### src/hw/crs_defines.svh
// register offsets, field positions and reset values of the reset/config/status block
`ifndef CRS_DEFINES_SVH
`define CRS_DEFINES_SVH

// =====================================================================
// register map (byte addresses, one 32-bit word each)
`define CRS_OFS_STATUS 8'h00
`define CRS_OFS_CONFIG 8'h04
`define CRS_ADR_W 8

// =====================================================================
// status register fields
`define CRS_STAT_ERL 0
`define CRS_STAT_EXL 1
`define CRS_STAT_RUN 2

// =====================================================================
// config register fields
`define CRS_CFG_ENDIAN 0
`define CRS_CFG_MODE_LO 1
`define CRS_CFG_MODE_HI 2
`define CRS_CFG_RSVD 3

// =====================================================================
// reset values
`define CRS_LEVEL_RST 1'b0
`define CRS_SYNC_RST 1'b1
`define CRS_BE_RST 8'h00
`define CRS_WORD_RST 32'h0000_0000

`endif

### src/hw/crs_pkg.sv
// types and shared decode functions of the reset/config/status block
`default_nettype none

package crs_pkg;

    // =================================================================
    // types
    typedef enum logic [1:0] {
        CRS_BE_LDST,
        CRS_BE_ALIGNED,
        CRS_BE_RSVD2,
        CRS_BE_RSVD3
    } crs_be_mode_type;

    typedef enum logic [2:0] {
        CRS_EXC_RESET,
        CRS_EXC_SOFT_RESET,
        CRS_EXC_NMI,
        CRS_EXC_CACHE_ERR,
        CRS_EXC_DEBUG,
        CRS_EXC_OTHER
    } crs_exc_type;

    typedef enum logic [1:0] {
        CRS_ST_HOLD,
        CRS_ST_VECTOR,
        CRS_ST_RUN
    } crs_state_type;

    // =================================================================
    // functions
    // byte lane reversal for big-endian lane order
    function automatic logic [7:0] crs_rev8(input logic [7:0] m);
        logic [7:0] r;
        r = 8'h00;
        for (int i = 0; i < 8; i++)
        begin
            r[i] = m[7 - i];
        end
        return r;
    endfunction : crs_rev8

    // naturally aligned byte, half, word or dword pattern
    function automatic logic crs_aligned(input logic [7:0] m);
        return m inside {8'h01, 8'h02, 8'h04, 8'h08, 8'h10, 8'h20, 8'h40, 8'h80,
                         8'h03, 8'h0c, 8'h30, 8'hc0, 8'h0f, 8'hf0, 8'hff};
    endfunction : crs_aligned

endpackage : crs_pkg

`default_nettype wire

### src/hw/crs_be_if.sv
// carrier between the core logic and the byte enable generator
`default_nettype none

interface crs_be_if;
    import crs_pkg::*;

    logic [7:0] req_mask;
    logic big_endian;
    crs_be_mode_type mode;
    logic [7:0] be;

    modport core (output req_mask, output big_endian, output mode, input be);
    modport gen (input req_mask, input big_endian, input mode, output be);
endinterface : crs_be_if

`default_nettype wire

### src/hw/crs_top.sv
// reset sequencing, static configuration and level status pins of the core
//
// The placing of the registers and the Wishbone register port were chosen for this implementation.
`include "crs_defines.svh"
`default_nettype none

module crs_top
(
    input wire logic clk, // core clock, 20 MHz
    input wire logic rst_b, // async power-on reset
    input wire logic hard_reset_in, // async cold reset, high active
    input wire logic endian_in, // static base endianness
    input wire logic [1:0] byte_enable_restrict_mode, // static byte enable mode
    input wire logic exc_valid, // exception taken this cycle
    input wire crs_pkg::crs_exc_type exc_kind, // kind of that exception
    input wire logic mem_req_valid, // load/store wants a bus pattern
    input wire logic [7:0] mem_req_mask, // load/store byte mask
    output logic [7:0] bus_be_out, // byte enables for the bus
    output logic bus_be_valid, // bus_be_out is valid
    output logic big_endian_out, // captured endianness
    output logic reset_exception_out, // one-cycle reset exception start
    output logic core_run_out, // core past reset
    output logic error_level_out, // mirrors error_level_bit
    output logic exception_level_out, // mirrors exception_level_bit
    input wire logic wb_cyc_i, // wishbone cycle
    input wire logic wb_stb_i, // wishbone strobe
    input wire logic wb_we_i, // wishbone write
    input wire logic [`CRS_ADR_W-1:0] wb_adr_i, // wishbone byte address
    input wire logic [3:0] wb_sel_i, // wishbone byte selects
    input wire logic [31:0] wb_dat_i, // wishbone write data
    output logic [31:0] wb_dat_o, // wishbone read data
    output logic wb_ack_o, // wishbone acknowledge
    output logic wb_err_o // wishbone error, unmapped address
);
    import crs_pkg::*;

    // =================================================================
    // hard reset synchroniser
    logic hr_meta;
    logic hr_sync;

    always_ff @(posedge clk or negedge rst_b)
    begin
        if (!rst_b)
        begin
            hr_meta <= `CRS_SYNC_RST;
            hr_sync <= `CRS_SYNC_RST;
        end
        else
        begin
            hr_meta <= hard_reset_in;
            hr_sync <= hr_meta;
        end
    end

    a_sync_two_stage: assert property (@(posedge clk) disable iff (!rst_b)
        ##2 (hr_sync == $past(hard_reset_in, 2)))
        else $error("hard reset synchroniser delay wrong");

    // =================================================================
    // reset sequencer
    crs_state_type state;
    crs_state_type next_state;

    always_comb
    begin
        next_state = state;
        case (state)
            CRS_ST_HOLD: next_state = hr_sync ? CRS_ST_HOLD : CRS_ST_VECTOR;
            CRS_ST_VECTOR: next_state = hr_sync ? CRS_ST_HOLD : CRS_ST_RUN;
            CRS_ST_RUN: next_state = hr_sync ? CRS_ST_HOLD : CRS_ST_RUN;
            default: next_state = CRS_ST_HOLD;
        endcase
    end

    always_ff @(posedge clk or negedge rst_b)
    begin
        if (!rst_b)
            state <= CRS_ST_HOLD;
        else
            state <= next_state;
    end

    assign reset_exception_out = (state == CRS_ST_VECTOR);
    assign core_run_out = (state == CRS_ST_RUN);

    a_reset_vector: assert property (@(posedge clk) disable iff (!rst_b)
        $fell(hr_sync) |=> reset_exception_out ##1 (core_run_out || hr_sync))
        else $error("no reset exception after hard reset release");

    // =================================================================
    // static configuration, captured while hard reset is held
    logic cfg_big;
    logic next_cfg_big;
    crs_be_mode_type cfg_mode;
    crs_be_mode_type next_cfg_mode;

    always_comb
    begin
        next_cfg_big = cfg_big;
        next_cfg_mode = cfg_mode;
        if (hr_sync)
        begin
            next_cfg_big = endian_in;
            next_cfg_mode = crs_be_mode_type'(byte_enable_restrict_mode);
        end
    end

    always_ff @(posedge clk or negedge rst_b)
    begin
        if (!rst_b)
        begin
            cfg_big <= `CRS_LEVEL_RST;
            cfg_mode <= CRS_BE_LDST;
        end
        else
        begin
            cfg_big <= next_cfg_big;
            cfg_mode <= next_cfg_mode;
        end
    end

    assign big_endian_out = cfg_big;

    // =================================================================
    // byte enable generation
    crs_be_if be_bus ();

    assign be_bus.req_mask = mem_req_mask;
    assign be_bus.big_endian = cfg_big;
    assign be_bus.mode = cfg_mode;

    crs_be_gen u_be_gen (.bus(be_bus.gen));

    logic [7:0] next_bus_be;
    logic next_bus_be_valid;

    always_comb
    begin
        next_bus_be = bus_be_out;
        next_bus_be_valid = 1'b0;
        if (hr_sync)
            next_bus_be = `CRS_BE_RST;
        else if (mem_req_valid && core_run_out)
        begin
            next_bus_be = be_bus.be;
            next_bus_be_valid = 1'b1;
        end
    end

    always_ff @(posedge clk or negedge rst_b)
    begin
        if (!rst_b)
        begin
            bus_be_out <= `CRS_BE_RST;
            bus_be_valid <= 1'b0;
        end
        else
        begin
            bus_be_out <= next_bus_be;
            bus_be_valid <= next_bus_be_valid;
        end
    end

    a_ldst_little: assert property (@(posedge clk) disable iff (!rst_b)
        bus_be_valid && cfg_mode == CRS_BE_LDST && !cfg_big |->
            bus_be_out == $past(mem_req_mask))
        else $error("mode 0 little-endian pattern altered");

    a_ldst_big: assert property (@(posedge clk) disable iff (!rst_b)
        bus_be_valid && cfg_mode == CRS_BE_LDST && cfg_big |->
            bus_be_out == crs_rev8($past(mem_req_mask)))
        else $error("big-endian lane order wrong");

    a_aligned_only: assert property (@(posedge clk) disable iff (!rst_b)
        bus_be_valid && cfg_mode != CRS_BE_LDST && $past(mem_req_mask) != 8'h00 |->
            crs_aligned(bus_be_out))
        else $error("unaligned pattern in restricted mode");

    // =================================================================
    // wishbone slave: ack one cycle after request, write on ack edge
    logic ack_q;
    logic next_ack;
    logic err_q;
    logic next_err;
    logic [31:0] rdata;
    logic [31:0] next_rdata;
    logic hit_status;
    logic hit_config;
    logic req_new;
    logic wr_status;

    assign hit_status = (wb_adr_i == `CRS_OFS_STATUS);
    assign hit_config = (wb_adr_i == `CRS_OFS_CONFIG);
    assign req_new = wb_cyc_i && wb_stb_i && !ack_q && !err_q;
    assign wr_status = ack_q && wb_cyc_i && wb_stb_i && wb_we_i && hit_status && wb_sel_i[0];

    always_comb
    begin
        next_ack = req_new && (hit_status || hit_config);
        next_err = req_new && !(hit_status || hit_config);
        next_rdata = `CRS_WORD_RST;
        if (req_new && !wb_we_i && hit_status)
        begin
            next_rdata[`CRS_STAT_ERL] = error_level_out;
            next_rdata[`CRS_STAT_EXL] = exception_level_out;
            next_rdata[`CRS_STAT_RUN] = core_run_out;
        end
        else if (req_new && !wb_we_i && hit_config)
        begin
            next_rdata[`CRS_CFG_ENDIAN] = cfg_big;
            next_rdata[`CRS_CFG_MODE_HI:`CRS_CFG_MODE_LO] = cfg_mode;
            next_rdata[`CRS_CFG_RSVD] = cfg_mode inside {CRS_BE_RSVD2, CRS_BE_RSVD3};
        end
    end

    always_ff @(posedge clk or negedge rst_b)
    begin
        if (!rst_b)
        begin
            ack_q <= 1'b0;
            err_q <= 1'b0;
            rdata <= `CRS_WORD_RST;
        end
        else
        begin
            ack_q <= next_ack;
            err_q <= next_err;
            rdata <= next_rdata;
        end
    end

    assign wb_ack_o = ack_q;
    assign wb_err_o = err_q;
    assign wb_dat_o = rdata;

    // =================================================================
    // error and exception level bits; set wins over software clear
    logic erl_set;
    logic exl_set;
    logic next_erl;
    logic next_exl;

    assign erl_set = exc_valid && core_run_out && !(exc_kind inside {CRS_EXC_RESET,
        CRS_EXC_SOFT_RESET, CRS_EXC_NMI, CRS_EXC_CACHE_ERR});
    assign exl_set = exc_valid && core_run_out && !(exc_kind inside {CRS_EXC_RESET,
        CRS_EXC_SOFT_RESET, CRS_EXC_NMI, CRS_EXC_CACHE_ERR, CRS_EXC_DEBUG});

    always_comb
    begin
        next_erl = error_level_out;
        next_exl = exception_level_out;
        if (wr_status && wb_dat_i[`CRS_STAT_ERL])
            next_erl = 1'b0;
        if (wr_status && wb_dat_i[`CRS_STAT_EXL])
            next_exl = 1'b0;
        if (erl_set)
            next_erl = 1'b1;
        if (exl_set)
            next_exl = 1'b1;
        if (hr_sync)
        begin
            next_erl = `CRS_LEVEL_RST;
            next_exl = `CRS_LEVEL_RST;
        end
    end

    // the pins are the status flops themselves
    always_ff @(posedge clk or negedge rst_b)
    begin
        if (!rst_b)
        begin
            error_level_out <= `CRS_LEVEL_RST;
            exception_level_out <= `CRS_LEVEL_RST;
        end
        else
        begin
            error_level_out <= next_erl;
            exception_level_out <= next_exl;
        end
    end

    a_hold_clears: assert property (@(posedge clk) disable iff (!rst_b)
        hr_sync |=> !error_level_out && !exception_level_out && !bus_be_valid)
        else $error("state kept while hard reset held");

    a_erl_set: assert property (@(posedge clk) disable iff (!rst_b)
        exc_valid && core_run_out && !hr_sync && exc_kind == CRS_EXC_DEBUG |=>
            error_level_out && !$changed(exception_level_out))
        else $error("debug exception handled wrong on level bits");

    a_exl_set: assert property (@(posedge clk) disable iff (!rst_b)
        exc_valid && core_run_out && !hr_sync && exc_kind == CRS_EXC_OTHER |=>
            exception_level_out && error_level_out)
        else $error("ordinary exception did not raise levels");

    a_w1c_clear: assert property (@(posedge clk) disable iff (!rst_b)
        wr_status && wb_dat_i[`CRS_STAT_ERL] && !erl_set |=> !error_level_out)
        else $error("error level not cleared by software");

    a_nmi_quiet: assert property (@(posedge clk) disable iff (!rst_b)
        exc_valid && exc_kind == CRS_EXC_NMI && !wr_status && !hr_sync |=>
            $stable(exception_level_out) && $stable(error_level_out))
        else $error("nmi changed level bits");

endmodule : crs_top

`default_nettype wire

### src/hw/crs_be_gen.sv
// byte enable pattern generator: endian lane order and restriction mode
`default_nettype none

module crs_be_gen
(
    crs_be_if.gen bus // mask in, pattern out
);
    import crs_pkg::*;

    // smallest naturally aligned unit covering the mask
    function automatic logic [7:0] crs_cover(input logic [7:0] m);
        logic [7:0] r;
        r = 8'hff;
        for (int i = 0; i < 2; i++)
        begin
            if ((m & ~(8'h0f << (4 * i))) == 8'h00)
                r = 8'h0f << (4 * i);
        end
        for (int i = 0; i < 4; i++)
        begin
            if ((m & ~(8'h03 << (2 * i))) == 8'h00)
                r = 8'h03 << (2 * i);
        end
        for (int i = 0; i < 8; i++)
        begin
            if ((m & ~(8'h01 << i)) == 8'h00)
                r = 8'h01 << i;
        end
        if (m == 8'h00)
            r = 8'h00;
        return r;
    endfunction : crs_cover

    logic [7:0] lanes;

    always_comb
    begin
        lanes = bus.big_endian ? crs_rev8(bus.req_mask) : bus.req_mask;
        case (bus.mode)
            CRS_BE_LDST: bus.be = lanes;
            CRS_BE_ALIGNED: bus.be = crs_cover(lanes);
            default: bus.be = crs_cover(lanes);
        endcase
    end

endmodule : crs_be_gen

`default_nettype wire

### config.mk
export PLATFORM = sky130hd
export DESIGN_NAME = crs_top
export DESIGN_NICKNAME = d
export VERILOG_FILES = /design/src/hw/crs_pkg.sv /design/src/hw/crs_be_if.sv /design/src/hw/crs_top.sv /design/src/hw/crs_be_gen.sv
export VERILOG_INCLUDE_DIRS = /design/src /design/src/hw
export SDC_FILE = /design/constraint.sdc
export NUM_CORES = 1
export LEC_CHECK = 0
export BUFFER_PORTS_ARGS = -buffer_cell sky130_fd_sc_hd__buf_4
export CORE_MARGIN = 2
export CORE_UTILIZATION = 30
export DETAILED_ROUTE_END_ITERATION = 7
export PLACE_DENSITY = 0.62
export SKIP_LAST_GASP = 1
export SLEW_MARGIN = 20
export SYNTH_ARGS = -nofsm -noshare
export SYNTH_HDL_FRONTEND = slang
export SYNTH_SLANG_ARGS = --single-unit
### constraint.sdc
create_clock -name clk -period 1.5 [get_ports clk]
set_input_delay 0.075 -clock clk [delete_from_list [all_inputs] [get_ports clk]]
set_output_delay 0.075 -clock clk [all_outputs]
set_load 0.005 [all_outputs]
==> impl_results.md <==
* Run status: finished with violations
* Failing checks: setup timing
* First-pass GRT wire length at approximately 7300 um
* Area after DPL at between 2000 and 2500 sq um
* Number of global-route vias before repair at around 1600
* Largest net degree at the start of global routing at 25
* Starting Density at just over 30%
* Critical path's largest stage delay at 0.46 ns
* IR drop worst, VDD at 421.0 uV
* DIE HEIGHT at between 80 and 90 um
* Total GRT Usage at ~14%
* Synthesized area at between 1500 and 2000 sq um
* Worst EP required at ~1.7 ns
* Clock tree buffer depth at 2
* Worst min-delay path class: in -> reg
* Setup crit end kind: register
* Root Buffer: clkbuf_8
* Post-synth EDFFs at 0
* Final global-route overflow total at 0
* # setup viols final at 8
* Latest clock arrival within the worst-skew pair at between 0.2 and 0.3 ns
* Max Cap Violations at 0
* TNS Setup at -0.4873 ns
* Nets at between 300 and 400
* Avg Vias per Cell at slightly below 5
* RSZ-0062 raised after global routing: true
* Most common cell after layout, fill and taps aside: buf_4
* Leakage at approximately 0.0012 uW
* Post-synth ARST share at 100.0%
* Final worst slack at -0.09378 ns
* Worst hold slack at between 0.04 and 0.05 ns
* Family with the most delay on the worst path: compound AO/OA/AOI/OAI gates
* Tcrit/Tclk final at 106.3%
* Vias at 1701
* Worst-path clk slew at ~0.08 ns
* FILL cells at approximately 590
* I/O pin cnt at 114
* Design Area, Final at 2511 sq um
* Initial DRC Count at between 50 and 60
* Layout Cells excl Fill at roughly 350
* H-tree Lvls at 1
* DRT Pass-1 Iters at 4
* Post-layout min period at 1.594 ns
* Full die area at ~6700 sq um
* Placement Setup Slack at -0.2320 ns
* Avg Inst Size Synth at 8.936 sq um
* CP max-delay cell: dfrtp_2
* Layout cells sized above 1 at roughly 42%
* Placed Cells at about 340
* Worst Path Arrival at about 1.8 ns
* Antenna Cells at 0
* Fmax at between 600 and 700 MHz
* CP Buf/Inv Count at 1
* Die Span X at 81.95 um
* Register area share after synthesis at about a third
* CTS buffer count at 3
* IO buf count at between 50 and 60
* Commonest cells after routing, fill and taps aside: 80 x buf_4, 28 x conb_1, 21 x dfrtp_1
* Post-route ant nets at 0
* DRC at 0
* CTS tree: done
* Worst Clk Skew at about 0.0032 ns
* Dpl hpwl at roughly 3600 um
* Maximum fanout along the worst path at 10
* Crit path launch type: register
* Register area at a little over 600 sq um
* Crit Path Class: reg -> reg
* Yosys cell types at 50
* Synthesized flop and latch total at 24
* PwrDens at 742.0 nW/um^2
* Initial antenna violation count at 0
* Core area at approximately 5900 sq um
* Post-synth top flop: dfrtp_1
* Routed wire per std cell at approximately 13 um
* Slew Limit Fails at 0
* Num rows at 28
* Sink Count at 24
* Fin. Hold Viols at 0
* Total Wirelength at 4499 um
* Syn Inst Count at approximately 200
* Area occupied by multi-input gates at between 1000 and 1500 sq um
* Synth warn at 0
* Crit-path cells: buf_4, a2111o_1, a22oi_2, nor2_2, o31ai_2
* GPL Wtd Cong at 0.8259
* Layout area overhead at 37.75%
==> registers in the layout, summed over array words and instances (netlist names) <==
name,count
exception_level_out,1
wb_dat_o,4
be_bus.mode,2
bus_be_out,8
state,2
error_level_out,1
wb_err_o,1
bus_be_valid,1
big_endian_out,1
hr_sync,1
hr_meta,1
wb_ack_o,1
==> worst reg2reg max path: stages (launching register included) <==
cell and delay [ns]:
dfrtp_2 0.46, buf_4 0.20, a2111o_1 0.41, a22oi_2 0.15, nor2_2 0.07, o31ai_2 0.22
==> area by class of cell <==
type                    instances  area share [%]
repair buffers                 83           25.16
inverters                       2          0.2990
clock buffers                   4           1.794
well taps                      75           3.737
multi-input cells             164           44.94
flip-flops and latches         24           24.07
==> per-stage QoR <==
stage               utilization, %  power, uW
floorplan                        -       1148
global placement             39.43       1426
detailed placement           39.43       1432
CTS                          41.82       1862
global route                 42.67       2000
finish                       42.67       1863
==> logic make-up after synthesis <==
kind of cell / after synthesis / share of synthesized area [%]
and+or+nand+nor: 71 / 20.73
buffers and inverters: 43 / 16.95
AOI/OAI and AO/OA: 45 / 17.43
xor gates and xnor gates: 3 / 1.442
adders and majority gates: 4 / 2.745
other: 1 / 0.2057
muxes: 13 / 7.413
DFF: 24 / 33.08
==> metal layers <==
layer / global-route usage (%) / vias up / wire length (um) / part of all wire [%]
li1: - / 829 / - / -
met1: 17.95 / 821 / 1976 / 44
met2: 23.41 / 43 / 2233 / 50
met4: 2.667 / 0 / 68 / 1.5
met3: 3.736 / 8 / 222 / 4.9
met5: 0 / - / 0 / 0
==> cells in the mapped netlist, types with 3 or more instances <==
master    instances  area, sq um
o211ai_1          3        22.52
a21o_1            4        30.03
nor4_1            6        37.54
xnor2_1           3        26.28
nand2_1          16        60.06
a21oi_1          10        50.05
mux2_2            4        45.04
buf_2             7        35.03
dfrtp_1          22        550.5
nor3b_1           3        22.52
mux2i_1           9        90.09
nor2_1           15        56.30
nor4b_1           3        26.28
nor3_1            7        35.03
buf_4            32        240.2
nand3_1           6        30.03
ha_1              4        50.05
nand4_1           3        18.77
o21ai_0           8        40.04
==> power breakdown <==
| part | switching [uW] | internal (uW) | total [uW] | leakage (uW) |
|---|---|---|---|---|
| registers | 45.7 | 712 | 758 | 0.000316 |
| logic | 329 | 389 | 718 | 0.000863 |
| clock network | 198 | 190 | 387 | 0.0000228 |
==> final timing paths <==
path	start	end	slack [ns]	cells past startpoint
hold reg to reg	hr_meta	hr_sync	0.36	0
setup reg to reg	big_endian_out	bus_be_out[0]	-0.09	5
setup / recovery	big_endian_out	bus_be_out[0]	-0.09	5
max in group asynchronous	rst_b	hr_meta	0.98	2
min in group asynchronous	rst_b	exception_level_out	0.24	2
hold / removal	byte_enable_restrict_mode[0]	be_bus.mode[0]	0.05	2
==> timing repair <==
action,CTS,global route
hold buffers,2,0
setup endpoints to repair,8,8
setup buffers,1,1
hold endpoints to repair,25,0
gates resized for setup,19,8
pin swaps,7,3
(Power assumes the default switching activity.)
